==> config.mk <==
export PLATFORM = sky130hd
export DESIGN_NAME = usf_status_flags
export DESIGN_NICKNAME = d
export VERILOG_FILES = /design/src/design/usf_pkg.sv /design/src/design/usf_status_flags.sv
export SDC_FILE = /design/constraint.sdc
export NUM_CORES = 1
export LEC_CHECK = 0
export BUFFER_PORTS_ARGS = -buffer_cell sky130_fd_sc_hd__buf_2
export CAP_MARGIN = 20
export CORE_ASPECT_RATIO = 1.1
export CORE_MARGIN = 4
export CORE_UTILIZATION = 29
export CTS_CLUSTER_DIAMETER = 40
export DETAILED_ROUTE_END_ITERATION = 16
export SETUP_SLACK_MARGIN = 0.5
export SYNTH_ARGS = -nofsm -noshare
export SYNTH_HDL_FRONTEND = slang
export SYNTH_SLANG_ARGS = --single-unit
export TNS_END_PERCENT = 30
==> constraint.sdc <==
create_clock -name clk_i -period 1.9 [get_ports clk_i]
set_input_delay 0.285 -clock clk_i [delete_from_list [all_inputs] [get_ports clk_i]]
set_output_delay 0.285 -clock clk_i [all_outputs]
set_load 0.005 [all_outputs]
==> src/design/usf_pkg.sv <==
// Shared constants and types of the serial status and interrupt flag block
package usf_pkg;

	localparam int ADDR_W = 24;

	// Register addresses
	localparam logic [23:0] ADDR_ICTRL = 24'h00fd24;
	localparam logic [23:0] ADDR_LSTAT = 24'h00fd26;
	localparam logic [23:0] ADDR_EVSTAT = 24'h00fd30;
	localparam logic [23:0] ADDR_EVMASK = 24'h00fd32;

	// Reset values
	localparam logic [7:0] ICTRL_RESET = 8'h01;
	localparam logic [7:0] LSTAT_RESET = 8'h00;
	localparam logic [7:0] EV_RESET = 8'h00;

	// Interrupt control field positions
	localparam int ICTRL_TBE_BIT = 0;
	localparam int ICTRL_RBF_BIT = 1;
	localparam int ICTRL_ETI_BIT = 5;
	localparam int ICTRL_ERI_BIT = 6;
	localparam int ICTRL_EEI_BIT = 7;

	// Event status and mask field positions
	localparam int EV_W = 3;
	localparam int EV_BREAK_BIT = 0;
	localparam int EV_RXERR_BIT = 1;
	localparam int EV_TXDONE_BIT = 2;

	// Bit times of low line that make a break
	localparam logic [3:0] BREAK_BIT_TIMES = 4'ha;

	// Line status layout, bit 7 down to bit 0
	typedef struct packed {
		logic reserved;
		logic transmit_in_progress;
		logic received_ninth_bit;
		logic line_break_flag;
		logic summary_fault_flag;
		logic overrun_fault_flag;
		logic framing_fault_flag;
		logic parity_fault_flag;
	} usf_line_status_t;

	// Frame handed from the receive shifter to the receive buffer
	typedef struct packed {
		logic done;
		logic parity_bad;
		logic stop_bad;
		logic ninth;
	} usf_rx_frame_t;

	typedef struct packed {
		usf_line_status_t lstat;
		logic tx_buffer_empty;
		logic rx_buffer_full;
		logic tx_interrupt_enable;
		logic rx_interrupt_enable;
		logic rx_fault_interrupt_enable;
		logic [EV_W-1:0] ev_stat;
		logic [EV_W-1:0] ev_mask;
		logic brk_armed;
		logic brk_hold;
		logic [3:0] brk_cnt;
		logic line_sync1;
		logic line_sync2;
		logic [7:0] rdata;
		logic irq;
		logic tx_dma_req;
		logic rx_dma_req;
	} usf_state_t;

	localparam usf_state_t STATE_RESET = '{
		lstat: LSTAT_RESET,
		tx_buffer_empty: ICTRL_RESET[ICTRL_TBE_BIT],
		line_sync1: 1'b1,
		line_sync2: 1'b1,
		default: '0
	};

endpackage

==> src/design/usf_status_flags.sv <==
// Receive and transmit status flags, interrupt and DMA request logic
`timescale 1ns/1ps

////////////////////////////////////////////////////////////////////////////
// Operation
// - Parity fault sets bit 0, read clears
// - Missing stop bit sets bit 1, read clears
// - Unread buffer overwritten sets bit 2, read clears
// - Summary bit 3 follows any fault flag
// - Writes to summary bit are ignored
// - Break: low ten bit times after bad stop
// - Read clears break only with line high
// - Held break clears when line returns high
// - Ninth bit of last frame in bit 5
// - Transmitting flag bit 6, cleared after last frame
// - Line status byte wide, read only, resets zero
// - TX empty set on shifter load, cleared on write
// - RX full set on frame, cleared on read
// - Enable bit 5 gates TX empty interrupt
// - Enable bit 6 gates RX full interrupt
// - Enable bit 7 gates fault interrupt
// - Control byte resets 01, bits 4-2 reserved
// - DMA requests follow empty and full flags
module usf_status_flags
	import usf_pkg::*;
(
	// Clock and reset
	input wire logic clk_i,
	input wire logic reset_i,
	// Register port
	input wire logic [ADDR_W-1:0] addr_i,
	input wire logic [7:0] wdata_i,
	input wire logic write_i,
	input wire logic read_i,
	output logic [7:0] rdata_o,
	// Receive side
	input wire logic rx_line_i,
	input wire logic bit_tick_i,
	input wire usf_rx_frame_t rx_frame_i,
	input wire logic rx_buffer_read_i,
	input wire logic nine_bit_mode_i,
	// Transmit side
	input wire logic tx_buffer_write_i,
	input wire logic tx_load_i,
	input wire logic tx_last_bit_end_i,
	// DMA enables from the mode register
	input wire logic tx_dma_enable_i,
	input wire logic rx_dma_enable_i,
	// Requests
	output logic irq_o,
	output logic tx_dma_req_o,
	output logic rx_dma_req_o
);

	////////////////////////////////////////////////////////////////////////
	// Decode

	function automatic logic hit(input logic [ADDR_W-1:0] a,
		input logic [ADDR_W-1:0] target);
		hit = (a == target);
	endfunction

	usf_state_t s_reg;
	usf_state_t s_next;

	logic lstat_rd;
	logic ev_rd;
	logic line_high;
	logic [EV_W-1:0] ev_new;
	logic [7:0] ictrl_view;

	////////////////////////////////////////////////////////////////////////
	// Next state

	always_comb begin
		s_next = s_reg;
		ev_new = '0;
		ictrl_view = '0;
		lstat_rd = read_i && hit(addr_i, ADDR_LSTAT);
		ev_rd = read_i && hit(addr_i, ADDR_EVSTAT);
		// Only the second stage is read
		s_next.line_sync1 = rx_line_i;
		s_next.line_sync2 = s_reg.line_sync1;
		line_high = s_reg.line_sync2;

		// Read side clears go first so that a same-cycle set wins
		if (lstat_rd) begin
			s_next.lstat.parity_fault_flag = 1'b0;
			s_next.lstat.framing_fault_flag = 1'b0;
			s_next.lstat.overrun_fault_flag = 1'b0;
			if (line_high) begin
				s_next.lstat.line_break_flag = 1'b0;
			end else if (s_reg.lstat.line_break_flag) begin
				s_next.brk_hold = 1'b1;
			end
		end
		if (s_reg.brk_hold && line_high) begin
			s_next.lstat.line_break_flag = 1'b0;
			s_next.brk_hold = 1'b0;
		end
		if (rx_buffer_read_i) begin
			s_next.rx_buffer_full = 1'b0;
		end
		if (tx_buffer_write_i) begin
			s_next.tx_buffer_empty = 1'b0;
		end

		// Break timing restarts on every bad stop bit
		if (rx_frame_i.done && rx_frame_i.stop_bad) begin
			s_next.brk_armed = 1'b1;
			s_next.brk_cnt = '0;
		end else if (s_reg.brk_armed) begin
			if (line_high) begin
				s_next.brk_armed = 1'b0;
			end else if (bit_tick_i) begin
				if (s_reg.brk_cnt == BREAK_BIT_TIMES - 4'h1) begin
					s_next.lstat.line_break_flag = 1'b1;
					s_next.brk_armed = 1'b0;
					ev_new[EV_BREAK_BIT] = 1'b1;
				end else begin
					s_next.brk_cnt = s_reg.brk_cnt + 4'h1;
				end
			end
		end

		// Frame arrival into the receive buffer
		if (rx_frame_i.done) begin
			if (rx_frame_i.parity_bad) begin
				s_next.lstat.parity_fault_flag = 1'b1;
			end
			if (rx_frame_i.stop_bad) begin
				s_next.lstat.framing_fault_flag = 1'b1;
			end
			// A buffer read in the same cycle took the old character
			if (s_reg.rx_buffer_full && !rx_buffer_read_i) begin
				s_next.lstat.overrun_fault_flag = 1'b1;
			end
			if (nine_bit_mode_i) begin
				s_next.lstat.received_ninth_bit = rx_frame_i.ninth;
			end
			s_next.rx_buffer_full = 1'b1;
			ev_new[EV_RXERR_BIT] = rx_frame_i.parity_bad
				| rx_frame_i.stop_bad
				| (s_reg.rx_buffer_full & ~rx_buffer_read_i);
		end

		// Transmit flags
		if (tx_last_bit_end_i && s_reg.tx_buffer_empty) begin
			s_next.lstat.transmit_in_progress = 1'b0;
			ev_new[EV_TXDONE_BIT] = 1'b1;
		end
		if (tx_load_i) begin
			s_next.tx_buffer_empty = 1'b1;
			s_next.lstat.transmit_in_progress = 1'b1;
		end

		// Summary bit is derived, never written
		s_next.lstat.summary_fault_flag =
			s_next.lstat.parity_fault_flag
			| s_next.lstat.framing_fault_flag
			| s_next.lstat.overrun_fault_flag;
		s_next.lstat.reserved = 1'b0;

		// Software writes; the line status register takes none
		if (write_i && hit(addr_i, ADDR_ICTRL)) begin
			s_next.tx_interrupt_enable = wdata_i[ICTRL_ETI_BIT];
			s_next.rx_interrupt_enable = wdata_i[ICTRL_ERI_BIT];
			s_next.rx_fault_interrupt_enable = wdata_i[ICTRL_EEI_BIT];
		end
		if (write_i && hit(addr_i, ADDR_EVMASK)) begin
			s_next.ev_mask = wdata_i[EV_W-1:0];
		end

		// Event status, read to clear, new events win
		if (ev_rd) begin
			s_next.ev_stat = '0;
		end
		s_next.ev_stat = s_next.ev_stat | ev_new;

		// Read data stands only in the cycle after the strobe
		ictrl_view[ICTRL_TBE_BIT] = s_reg.tx_buffer_empty;
		ictrl_view[ICTRL_RBF_BIT] = s_reg.rx_buffer_full;
		ictrl_view[ICTRL_ETI_BIT] = s_reg.tx_interrupt_enable;
		ictrl_view[ICTRL_ERI_BIT] = s_reg.rx_interrupt_enable;
		ictrl_view[ICTRL_EEI_BIT] = s_reg.rx_fault_interrupt_enable;
		s_next.rdata = '0;
		if (read_i) begin
			if (hit(addr_i, ADDR_ICTRL)) begin
				s_next.rdata = ictrl_view;
			end else if (lstat_rd) begin
				s_next.rdata = s_reg.lstat;
			end else if (ev_rd) begin
				s_next.rdata = {{(8-EV_W){1'b0}}, s_reg.ev_stat};
			end else if (hit(addr_i, ADDR_EVMASK)) begin
				s_next.rdata = {{(8-EV_W){1'b0}}, s_reg.ev_mask};
			end
		end

		// Requests follow the next flag values to stay aligned
		s_next.irq = (s_next.tx_interrupt_enable
			& s_next.tx_buffer_empty)
			| (s_next.rx_interrupt_enable
			& s_next.rx_buffer_full)
			| (s_next.rx_fault_interrupt_enable
			& s_next.lstat.summary_fault_flag)
			| (|(s_next.ev_stat & s_next.ev_mask));
		s_next.tx_dma_req = tx_dma_enable_i
			& s_next.tx_buffer_empty;
		s_next.rx_dma_req = rx_dma_enable_i
			& s_next.rx_buffer_full;
	end

	////////////////////////////////////////////////////////////////////////
	// State register

	always_ff @(posedge clk_i or posedge reset_i) begin
		if (reset_i) begin
			s_reg <= STATE_RESET;
		end else begin
			s_reg <= s_next;
		end
	end

	assign rdata_o = s_reg.rdata;
	assign irq_o = s_reg.irq;
	assign tx_dma_req_o = s_reg.tx_dma_req;
	assign rx_dma_req_o = s_reg.rx_dma_req;

endmodule // usf_status_flags

# Word-level counts from Yosys, hierarchy flattened
# Index checks and enable logic that the tools add are counted.
# W data, S select, Z words.
# classes
addsub	1
mul	0
div	0
n_lt_le_gt_ge	0
eq_ne	8
shifts	0
n_mux	48
bitwise	16
n_reduce_logical	18
# ops
cell	n
$eq A24 B16 Y1 const B	4
$mux W1	33
$mux W3	7
$mux W4	5
$mux W8	2
$reduce_bool A2 Y1	5
$logic_and A1 B1 Y1	8
$mux W7	1
$or A1 B1 Y1	7
$and A1 B1 Y1	6
$add A4 B1 Y4 const B	1
$eq A4 B4 Y1 const B	1
$ne A2 B1 Y1 const B	2
$reduce_and A4 Y1	1
$and A3 B3 Y3	1
$or A3 B3 Y3	1
$reduce_and A3 Y1	1
$reduce_or A3 Y1	1
$ne A2 B2 Y1 const B	1
$reduce_and A2 Y1	1
$logic_not A1 Y1	1
$not A1 Y1	1
# word_totals
regBits	37
latch_bits	0
ramBits	0
mem_bits_ro	0
in_bits	49
out_inout_bits	11
word_cells	114
memories	0

# Depth between registers and ports, before layout
# Gate-level depths: netlist of the first run.
# depth
word_depth	10
mapped_depth	8
mapped_depth_nobuf	8

# Worst setup path before layout of the first run
# OpenSTA, ideal clock, no wires.
# synth_path
path_type	input port to flip-flop
startpoint	input port addr_i[17]
endpoint	register s_reg (netlist bit irq_o)
setup_time_ps	131
arrival_time_ps	1723
required_ps	1769
path_slack_ps	46
cell_stages	6
n_path_buf	0
path_cell_list	nor4_4 -> nand4_1 -> nor3_1 -> mux2_2 -> a22oi_2 -> nand4_1
# synth_lines
element	line	rtl
start, declared	usf_status_flags.sv:31	input wire logic [ADDR_W-1:0] addr_i,
end signal, assigned	usf_status_flags.sv:220	s_reg <= s_next;
end, declared	usf_status_flags.sv:63	usf_state_t s_reg;

==> results of run 1 <==
stage by stage:
step / instance area [um2] / instances / hold slack [ns] / power, mW
after global placement: 2150 / 287 / 0.346 / 0.985
final: 2420 / 301 / 0.0860 / 1.50
after detailed placement: 2150 / 287 / 0.348 / 0.989
after floorplan: 1760 / 152 / 0.289 / 0.904
after global routing: 2420 / 301 / 0.0642 / 1.60
after CTS: 2280 / 297 / 0.0789 / 1.52
kinds of logic (layout without fill, tap and decap cells):
group                      after synthesis  in the layout  synth area share, %
buffers and inverters                   19             91                 5.87
DFF                                     37             37                 53.8
xor gates and xnor gates                 3              3                 1.52
muxes                                    7              7                 4.49
adders and majority gates                2              2                 1.45
and+or+nand+nor                         59             59                 20.8
AOI/OAI and AO/OA                       25             25                 12.0
cell type report:
class	count	area (um2)
multi-input combinational	96	806
fill	562	3350
timing repair buffer	73	465
clock buffer	6	72.6
inverter	10	37.5
tap	77	96.3
clock inverter	2	10.0
sequential	37	930
critical path: stages:
cell	delay (ns)
sky130_fd_sc_hd__buf_6	0.10
sky130_fd_sc_hd__nor4b_4	0.25
sky130_fd_sc_hd__nand4_1	0.16
sky130_fd_sc_hd__or4_4	0.56
sky130_fd_sc_hd__a21o_2	0.23
sky130_fd_sc_hd__a22oi_2	0.17
sky130_fd_sc_hd__nand4_1	0.11
synthesized netlist by cell type, drive strengths merged, types with 2 or more instances:
master | number | share of area, %
dfrtp | 34 | 49
nor2 | 11 | 2.4
inv | 10 | 2.2
nand2 | 10 | 2.2
buf | 8 | 3.5
mux2 | 6 | 3.9
nor2b | 6 | 2.2
a21o | 5 | 2.2
nor3 | 5 | 1.4
a22oi | 4 | 2.0
nand4 | 4 | 1.4
and2 | 3 | 1.1
and3 | 3 | 1.1
dfstp | 3 | 4.6
nand3 | 3 | 1.2
nand3b | 3 | 1.3
nor4b | 3 | 1.9
a21oi | 2 | 0.58
a222oi | 2 | 1.2
a22o | 2 | 1.0
ha | 2 | 1.4
nor4 | 2 | 1.6
o21ai | 2 | 0.58
xor2 | 2 | 1.0
timing repair:
item / in CTS / in global routing
setup endpoints to repair: 23 / 28
pin swaps: 7 / 11
buffers inserted: 2 / 4
gates resized for setup: 9 / 21
where the power goes:
group,internal [mW],switching [mW],leakage [nW]
logic,0.0842,0.0788,0.701
registers,0.812,0.0147,0.460
clock network,0.254,0.261,0.0450
total,1.15,0.355,1.21
metal layers:
layer	wire (um)	global-route usage, %	vias to the layer above	part of all wire [%]
met5	0	0	-	0
met4	102	4.68	0	2.5
met3	206	3.73	8	5.0
met2	2190	20.0	35	53
met1	1610	13.3	667	39
li1	-	-	678	-
how the worst max path moves through the flow:
stage / from / endpoint / cells past startpoint
after floorplan: addr_i[3] / irq_o / 5
after global placement: addr_i[7] / irq_o / 7
after detailed placement: addr_i[7] / irq_o / 7
after CTS: addr_i[9] / irq_o / 7
after global routing: addr_i[7] / rdata_o[1] / 9
final: addr_i[7] / irq_o / 7
==> Flow_metrics.wiki, run 1 <==
{| class="wikitable"
! Metric !! Value
|-
| Flip-flop and latch count after synthesis || 37
|-
| VDD IR-drop max || 0.235 mV
|-
| Async set-reset flop share out of synthesis || 100%
|-
| Final count of hold timing violations || 0
|-
| Setup repair after global routing missed its margin || true
|-
| Number of enable-type register cells in the synthesized netlist || 0
|-
| Cts bufs inserted || 5
|-
| Largest clock skew in the final design || 0.00870 ns
|-
| Die height || 88.9 um
|-
| Crit Path Category || in2reg
|-
| Nets || 274
|-
| Overflow left after global routing || 0
|-
| Capture point of the worst reg-to-reg path || irq_o
|-
| Crit path required time || 2.06 ns
|-
| R2R setup slack || 0.42 ns
|-
| Post-layout minimum cycle time || 1.71 ns
|-
| Slew headroom || 69.5%
|-
| Outcome || completed
|-
| Post-synthesis net count || 203
|-
| Count of endpoints failing setup in the final report || 0
|-
| Final number of max-transition violations || 0
|-
| CP max FO || 4
|-
| Skew-Pair Late Insertion Delay || 0.28 ns
|-
| H-tree depth || 2
|-
| First-pass GRT wire length || 6320 um
|-
| DIE AREA || 7250 um2
|-
| Max Fclk || 0.585 GHz
|-
| DR vias/cell || 4.61
|-
| Clock tree from TritonCTS || yes
|-
| Max-Cap Viols || 0
|-
| Post-place setup slack || -0.102 ns
|-
| Worst-case reg-to-reg path depth || 7
|-
| # hold bufs at CTS || 0
|-
| Hold WC Path Type || in2async
|-
| Antenna-violating nets left || 0
|-
| Mapped cell area || 1730 um2
|-
| Largest net degree at the start of global routing || 38
|-
| Clk Tree Root Cell || sky130_fd_sc_hd__clkbuf_8
|-
| Initial DRT Pass Iterations || 4
|-
| Routed wire per std cell || 13.7 um
|-
| Setup WS post-layout || 0.190 ns
|-
| Clock Sink Count || 37
|-
| Leakage dissipation || 1.21 nW
|-
| Worst Tran Pin Value || 0.457 ns
|-
| Placement row count || 29
|-
| Final core utilization || 41.9%
|-
| GRT Total Usage || 11.6%
|-
| Power per cell area || 623 nW/um2
|-
| Area grow syn2layout || 40.0%
|-
| Total of buffers placed on input and output ports || 57
|-
| Width of the die || 81.6 um
|-
| Core area || 5770 um2
|-
| Number of library cell types mapped by synthesis || 46
|-
| Total Wirelength || 4110 um
|-
| Ports placed on the boundary || 60
|-
| Flip-flop count of the largest register, all copies and words added || 19
|-
| Crit path arrival time || 1.87 ns
|-
| Routability congestion estimate || 0.794
|-
| Clock transition at the register clock pins on the worst setup and hold paths after CTS || 0.07 ns
|-
| Starting density of the core || 29.9%
|-
| Crit share post-route || 90.0%
|-
| Commonest non-fill, non-tap cell in the layout || sky130_fd_sc_hd__buf_2
|-
| Initial antenna violation count || 0
|-
| Vias in the first global route || 1,398
|-
| Type of element launching the critical path || primary input
|-
| Worst flop-to-flop path startpoint || s_reg[14]
|-
| Total negative slack || 0 ns
|-
| DRC violation count after routing || 0
|-
| Detailed router's first-iteration violation count || 59
|-
| Number of antenna repair diodes || 0
|-
| Detailed-route via count || 1,388
|-
| Total number of yosys warnings || 0
|-
| Ys flop type || sky130_fd_sc_hd__dfrtp_1
|-
| Synthesized instance count || 152
|-
| Share of cells above drive strength 1 || 49.6%
|-
| Leading cell types in the layout, fill and taps excluded || 53 x sky130_fd_sc_hd__buf_2, 34 x sky130_fd_sc_hd__dfrtp_1, 10 x sky130_fd_sc_hd__nand2_1, 10 x sky130_fd_sc_hd__nor2_1, 10 x sky130_fd_sc_hd__buf_6
|-
| Share of synthesized area occupied by flip-flops and latches || 53.8%
|-
| Kind of capture point of the worst setup path || register
|-
| Synthesized area divided by synthesized cell count || 11.4 um2
|-
| Half-perimeter wire length of the detailed placement result || 3110 um
|-
| Number of buffers on the longest clock path || 2
|}
No activity file was read; power rests on OpenSTA's default activity.
==> run 2: changes to the inputs <==
- CORE_UTILIZATION: 29 -> 40
- PLACE_DENSITY: not set -> 0.66
- SETUP_SLACK_MARGIN: 0.5 -> 0.2
==> run 2 against run 1 <==
  * Sequential power about the same
  * Clock skew down 0.0015 ns
  * Sequential share of layout area up 1.7 points
  * Critical path depth up 1
  * Non-clock buffer count down 2
  * Clock power up 36%
  * Worst setup slack worse by 0.075 ns
  * Worst hold slack worse by 0.0048 ns
  * Sequential cell count unchanged
  * Critical endpoint unchanged
  * Largest power group unchanged
==> Flow_metrics.wiki, run 2 (synthesis results as in run 1) <==
{| class="wikitable"
! Metric !! Value
|-
| Outcome || completed
|-
| Crit path required time || 2.06 ns (about the same)
|-
| Final number of max-transition violations || 0 (unchanged)
|-
| Die height || 76.9 um (-14%)
|-
| Final count of hold timing violations || 0 (unchanged)
|-
| Placement row count || 24 (-17%)
|-
| DIE AREA || 5430 um2 (-25%)
|-
| Crit share post-route || 93.9% (+3.9 points)
|-
| Reg power frac || 49.6% (-5.3 points)
|-
| Largest net degree at the start of global routing || 38 (unchanged)
|-
| Met3 track demand over resource || 5.88% (+2.2 points)
|-
| Max Fclk || 0.560 GHz (-4.2%)
|-
| Cell Area, Placed || 2120 um2 (-1.2%)
|-
| Clock Sink Count || 37 (unchanged)
|-
| VDD IR-drop max || 0.595 mV (+150%)
|-
| R2R setup slack || 0.26 ns (-0.16 ns)
|-
| Initial DRT Pass Iterations || 4 (unchanged)
|-
| Final core utilization || 57.0% (+15 points)
|-
| Hold WC Path Type || in2async
|-
| Number of buffers on the longest clock path || 2 (unchanged)
|-
| Combinational share of power || 8.6% (-2.2 points)
|-
| H-tree depth || 2 (unchanged)
|-
| Core area || 4050 um2 (-30%)
|-
| Hold WS || 0.0812 ns (-0.00477 ns)
|-
| Flip-flop count of the largest register, all copies and words added || 19 (unchanged)
|-
| Power share of the clock group || 41.8% (+7.6 points)
|-
| DR vias/cell || 5.08 (+10%)
|-
| Critical path launch point || addr_i[20]
|-
| Initial antenna violation count || 0 (unchanged)
|-
| Most crowded layer after global routing || met2
|-
| Type of element launching the critical path || primary input
|-
| Setup repair after global routing missed its margin || true
|-
| Overflow left after global routing || 0 (unchanged)
|-
| Kind of capture point of the worst setup path || register
|-
| Power per cell area || 722 nW/um2 (+16%)
|-
| Area grow syn2layout || 33.9%
|-
| Leading cell types in the layout, fill and taps excluded || 57 x sky130_fd_sc_hd__buf_2, 34 x sky130_fd_sc_hd__dfrtp_1, 13 x sky130_fd_sc_hd__buf_4
|-
| Number of antenna repair diodes || 0 (unchanged)
|-
| Worst flop-to-flop path startpoint || s_reg[14]
|-
| # hold bufs at CTS || 0 (unchanged)
|-
| Commonest non-fill, non-tap cell in the layout || sky130_fd_sc_hd__buf_2
|-
| Number of filler instances in the final layout || 367 (-35%)
|-
| Cell Int Power || 1.31 mW (+14%)
|-
| Starting density of the core || 42.6% (+13 points)
|-
| Largest clock skew in the final design || 0.00722 ns (-0.00148 ns)
|-
| Total Wirelength || 4060 um (-1.1%)
|-
| Post-layout minimum cycle time || 1.78 ns (+0.0745 ns)
|-
| Ports placed on the boundary || 60 (unchanged)
|-
| Crit Path Category || in2reg
|-
| Skew-Pair Late Insertion Delay || 0.30 ns (+0.02 ns)
|-
| Share of cells above drive strength 1 || 45.9% (-3.6 points)
|-
| CP max FO || 4 (unchanged)
|-
| GRT Total Usage || 15.4% (+3.8 points)
|-
| End of the critical path || irq_o
|-
| Total negative slack || 0 ns (unchanged)
|-
| Detailed-route via count || 1,393 (+0.36%)
|-
| Sw Share || 21.5% (-2.1 points)
|-
| DRC violation count after routing || 0 (unchanged)
|-
| Count of endpoints failing setup in the final report || 0 (unchanged)
|-
| Vias in the first global route || 1,403 (+0.36%)
|-
| Clk Tree Root Cell || sky130_fd_sc_hd__clkbuf_8
|-
| Met1 usage in global routing || 18.7% (+5.4 points)
|-
| Worst Tran Pin Value || 0.498 ns (+0.0406 ns)
|-
| Half-perimeter wire length of the detailed placement result || 3140 um (+0.96%)
|-
| Clock tree from TritonCTS || yes
|-
| Routed wire per std cell || 14.8 um (+8.7%)
|-
| Nets || 272 (-0.73%)
|-
| Max-Cap Viols || 0 (unchanged)
|-
| Slew headroom || 66.5% (-3.0 points)
|-
| Detailed router's first-iteration violation count || 110 (+86%)
|-
| Total of buffers placed on input and output ports || 57 (unchanged)
|-
| Cts bufs inserted || 5 (unchanged)
|-
| First-pass GRT wire length || 6460 um (+2.2%)
|-
| Antenna-violating nets left || 0 (unchanged)
|-
| Leakage dissipation || 1.16 nW (-3.4%)
|-
| Psw || 0.359 mW (+1.1%)
|-
| Cell area after layout || 2310 um2 (-4.3%)
|-
| Capture point of the worst reg-to-reg path || irq_o
|-
| Width of the die || 70.6 um (-13%)
|-
| Crit path arrival time || 1.95 ns (+0.08 ns)
|-
| Met2 usage || 24.6% (+4.6 points)
|-
| Routability congestion estimate || 0.852 (+7.3%)
|-
| Clock transition at the register clock pins on the worst setup and hold paths after CTS || 0.07 ns (about the same)
|-
| Worst-case reg-to-reg path depth || 7 (unchanged)
|}
==> run 2: cell count changes in the layout (fill, tap and decap cells not counted), sizes merged <==
cell / previous run / this run
buf: 73 / 71
bufinv: 0 / 1
clkinv: 2 / 0
clkbuf: 6 / 7
==> run 2: cell type report <==
cell class,count,area (um2),share of cell area [%]
sequential,37,930,40.2
inverter,10,37.5,1.62
tap,52,65.1,2.81
clock inverter,1,30.0,1.30
clock buffer,7,86.3,3.73
multi-input combinational,96,769,33.3
timing repair buffer,71,394,17.0
==> run 2: per-layer routing <==
layer,share of wire [%],up-vias
met5,0,-
met3,5.3,5
met2,51,34
met4,1.6,0
li1,-,674
met1,42,680
==> run 2: what timing repair did <==
item	4_1_cts	5_1_grt
setup buffers	0	2
resized for setup	2	8
pin swaps	0	6
endpoints found under the hold margin	0	0
setup endpoints to repair	2	6
gates cloned	0	0
==> run 2: power by group through the flow <==
stage / logic [mW] / clock network, mW / registers [mW]
4_1_cts: 0.143 / 0.713 / 0.830
6_report: 0.144 / 0.698 / 0.829
3_5_place_dp: 0.142 / 0 / 0.845
3_3_place_gp: 0.138 / 0 / 0.844
5_1_grt: 0.163 / 0.759 / 0.832
2_1_floorplan: 0.0647 / 0 / 0.838
==> run 2: worst min-delay path by stage <==
stage	endpoint	slack (ns)	cells after the start
after floorplan	s_next[11]	0.29	0
after CTS	s_next[11]	0.07	1
after global routing	s_next[11]	0.06	1
final	rdata_o[0]	0.08	3
after detailed placement	line_high	0.35	0
after global placement	line_high	0.35	0
==> run 2: metrics by stage <==
stage / instances / power [mW] / setup slack, ns
finish: 274 / 1.67 / 0.115
global route: 274 / 1.75 / 0.0541
CTS: 272 / 1.69 / 0.172
detailed placement: 264 / 0.986 / -0.137
global placement: 264 / 0.982 / -0.0980
floorplan: 152 / 0.903 / 0.128
==> run 2: critical path: stages <==
cell and delay [ns]:
sky130_fd_sc_hd__buf_2 0.11, sky130_fd_sc_hd__nor4_4 0.31, sky130_fd_sc_hd__buf_4 0.17, sky130_fd_sc_hd__nand3_4 0.08
sky130_fd_sc_hd__or4_4 0.48, sky130_fd_sc_hd__a21o_1 0.21, sky130_fd_sc_hd__o2bb2a_4 0.19, sky130_fd_sc_hd__nand4_1 0.10
==> run 3: changes to the inputs <==
- CORE_UTILIZATION: 40 -> 49
- PLACE_DENSITY: 0.66 -> 0.79
==> run 3 against run 2 <==
  * Combinational power barely moved
  * Core utilization is 7.9 points higher
  * Cell count is 2.9% lower
  * Via count shrank 2.3%
  * Global-route usage increased by 2.3 points
==> Flow_metrics.wiki, run 3 (synthesis results as in run 1) <==
{| class="wikitable"
! Metric !! Value
|-
| Length of routed met2 wiring || 1990 um (-3.9%)
|-
| Initial antenna violation count || 0 (unchanged)
|-
| Leading cell types in the layout, fill and taps excluded || 57 x sky130_fd_sc_hd__buf_2, 34 x sky130_fd_sc_hd__dfrtp_1
|-
| Cell area after layout || 2180 um2 (-5.6%)
|-
| Clock Sink Count || 37 (unchanged)
|-
| Leakage dissipation || 1.10 nW (-5.2%)
|-
| Final number of max-transition violations || 0 (unchanged)
|-
| DIE AREA || 4540 um2 (-16%)
|-
| Width of the die || 64.6 um (-8.6%)
|-
| Slowest CP cell || sky130_fd_sc_hd__mux2_2
|-
| Setup repair after global routing missed its margin || true
|-
| Skew-Pair Late Insertion Delay || 0.32 ns (+0.02 ns)
|-
| Post-place setup slack || -0.0850 ns (+0.0518 ns)
|-
| Half-perimeter wire length of the detailed placement result || 3070 um (-2.2%)
|-
| Area grow syn2layout || 26.4%
|-
| Total of buffers placed on input and output ports || 57 (unchanged)
|-
| Setup WS post-layout || 0.260 ns (+0.145 ns)
|-
| Clock transition at the register clock pins on the worst setup and hold paths after CTS || 0.10 ns (+0.03 ns)
|-
| Crit Path Category || in2reg
|-
| Core area || 3360 um2 (-17%)
|-
| Max Fclk || 0.610 GHz (+8.8%)
|-
| Hold WS || 0.0308 ns (-0.0505 ns)
|-
| Largest net degree at the start of global routing || 38 (unchanged)
|-
| Cts bufs inserted || 5 (unchanged)
|-
| Die height || 70.3 um (-8.6%)
|-
| Clk Tree Root Cell || sky130_fd_sc_hd__clkbuf_4
|-
| Crit path required time || 2.11 ns (+0.05 ns)
|-
| Wl on met1 || 1510 um (-12%)
|-
| Final count of hold timing violations || 0 (unchanged)
|-
| Nets || 268 (-1.5%)
|-
| Hold WC Path Type || in2async
|-
| Cell repeated most along the worst path || sky130_fd_sc_hd__nand4_1
|-
| Commonest non-fill, non-tap cell in the layout || sky130_fd_sc_hd__buf_2
|-
| Cell Area, Placed || 2100 um2 (-1.3%)
|-
| Worst Tran Pin Value || 0.494 ns (-0.00426 ns)
|-
| Crit share post-route || 86.3% (-7.6 points)
|-
| VDD IR-drop max || 0.448 mV (-25%)
|-
| DR vias/cell || 5.12 (+0.64%)
|-
| CP max FO || 3 (-1)
|-
| Routed wire per std cell || 14.2 um (-4.5%)
|-
| Kind of capture point of the worst setup path || register
|-
| Flip-flop count of the largest register, all copies and words added || 19 (unchanged)
|-
| Number of antenna repair diodes || 0 (unchanged)
|-
| Vias in the first global route || 1,435 (+2.3%)
|-
| Placement row count || 22 (-8.3%)
|-
| Outcome || completed
|-
| DRC violation count after routing || 0 (unchanged)
|-
| Ports placed on the boundary || 60 (unchanged)
|-
| Total length of routed met3 wires || 237 um (+9.2%)
|-
| Count of endpoints failing setup in the final report || 0 (unchanged)
|-
| GRT Total Usage || 17.7% (+2.3 points)
|-
| Detailed-route via count || 1,361 (-2.3%)
|-
| Routability congestion estimate || 0.806 (-5.4%)
|-
| Overflow left after global routing || 0 (unchanged)
|-
| Post-layout minimum cycle time || 1.64 ns (-0.145 ns)
|-
| Cells along the critical path || buf_2 -> nor4_4 -> nand4_1 -> nor3_4 -> mux2_2 -> a22oi_2 -> nand4_1
|-
| Detailed router's first-iteration violation count || 54 (-51%)
|-
| Starting density of the core || 51.4% (+8.8 points)
|-
| Clock tree from TritonCTS || yes
|-
| Largest clock skew in the final design || 0.00685 ns (-0.000368 ns)
|-
| Initial DRT Pass Iterations || 4 (unchanged)
|-
| Highest metal used || met4
|-
| Total Wirelength || 3770 um (-7.3%)
|-
| Type of element launching the critical path || primary input
|-
| Antenna-violating nets left || 0 (unchanged)
|-
| Max-Cap Viols || 0 (unchanged)
|-
| # hold bufs at CTS || 0 (unchanged)
|-
| Share of cells above drive strength 1 || 44.0% (-1.9 points)
|-
| Power per cell area || 615 nW/um2 (-15%)
|-
| First-pass GRT wire length || 6200 um (-4.1%)
|-
| Number of buffers on the longest clock path || 2 (unchanged)
|-
| Slew headroom || 66.8% (+0.29 points)
|-
| Crit path arrival time || 1.85 ns (-0.10 ns)
|-
| H-tree depth || 2 (unchanged)
|-
| Longest individual stage delay on the worst path || 0.38 ns (-0.10 ns)
|}
[run 3: layer usage]
layer,vias to the layer above,GRT usage (%)
li1,661,-
met1,649,21.8
met2,46,30.8
met3,5,4.18
met4,0,4.93
met5,-,0
[run 3: power breakdown]
group | switching, mW | internal, mW
Combinational | 0.0703 | 0.0712
Clock | 0.225 | 0.148
Sequential | 0.0173 | 0.811
[run 3: metrics by stage]
step | std cells | power [mW] | util (%) | TNS, ns
final | 266 | 1.34 | 65.0 | 0
after global routing | 266 | 1.41 | 65.0 | 0
after floorplan | 152 | 0.903 | - | 0
after detailed placement | 257 | 0.985 | 62.4 | -0.103
after CTS | 265 | 1.35 | 63.9 | 0
after global placement | 257 | 0.976 | 62.4 | -0.0550
[run 3: repair_timing]
| item | 4_1_cts | 5_1_grt |
|---|---|---|
| setup buffers | 0 | 1 |
| resized for setup | 0 | 6 |
| setup endpoints to repair | 0 | 4 |
[run 3: path summary, 6_finish.rpt]
check	depth (start not counted)	endpoint	slack (ns)	start
min in group clk_i	1	s_next[11]	0.05	rx_line_i
max in group asynchronous	3	line_high	1.51	reset_i
worst min-delay path	3	rx_dma_req_o	0.03	reset_i
worst max register to register	7	irq_o	0.27	s_reg[14]
worst max-delay path	7	irq_o	0.26	addr_i[17]
worst min register to register	0	line_high	0.36	s_next[11]
[run 3: area by class of cell]
class,count,area (um2)
Multi-Input combinational cell,96,746
Fill cell,286,1180
Sequential cell,37,930
Tap cell,48,60.1
Timing Repair Buffer,67,360
Clock buffer,8,48.8
Inverter,10,37.5
[run 3: worst max-delay path, delay by kind of cell]
family,cells,cell delay [ns]
mux,1,0.38
buf+inv,1,0.11
compound gates,1,0.17
simple gates,4,0.90
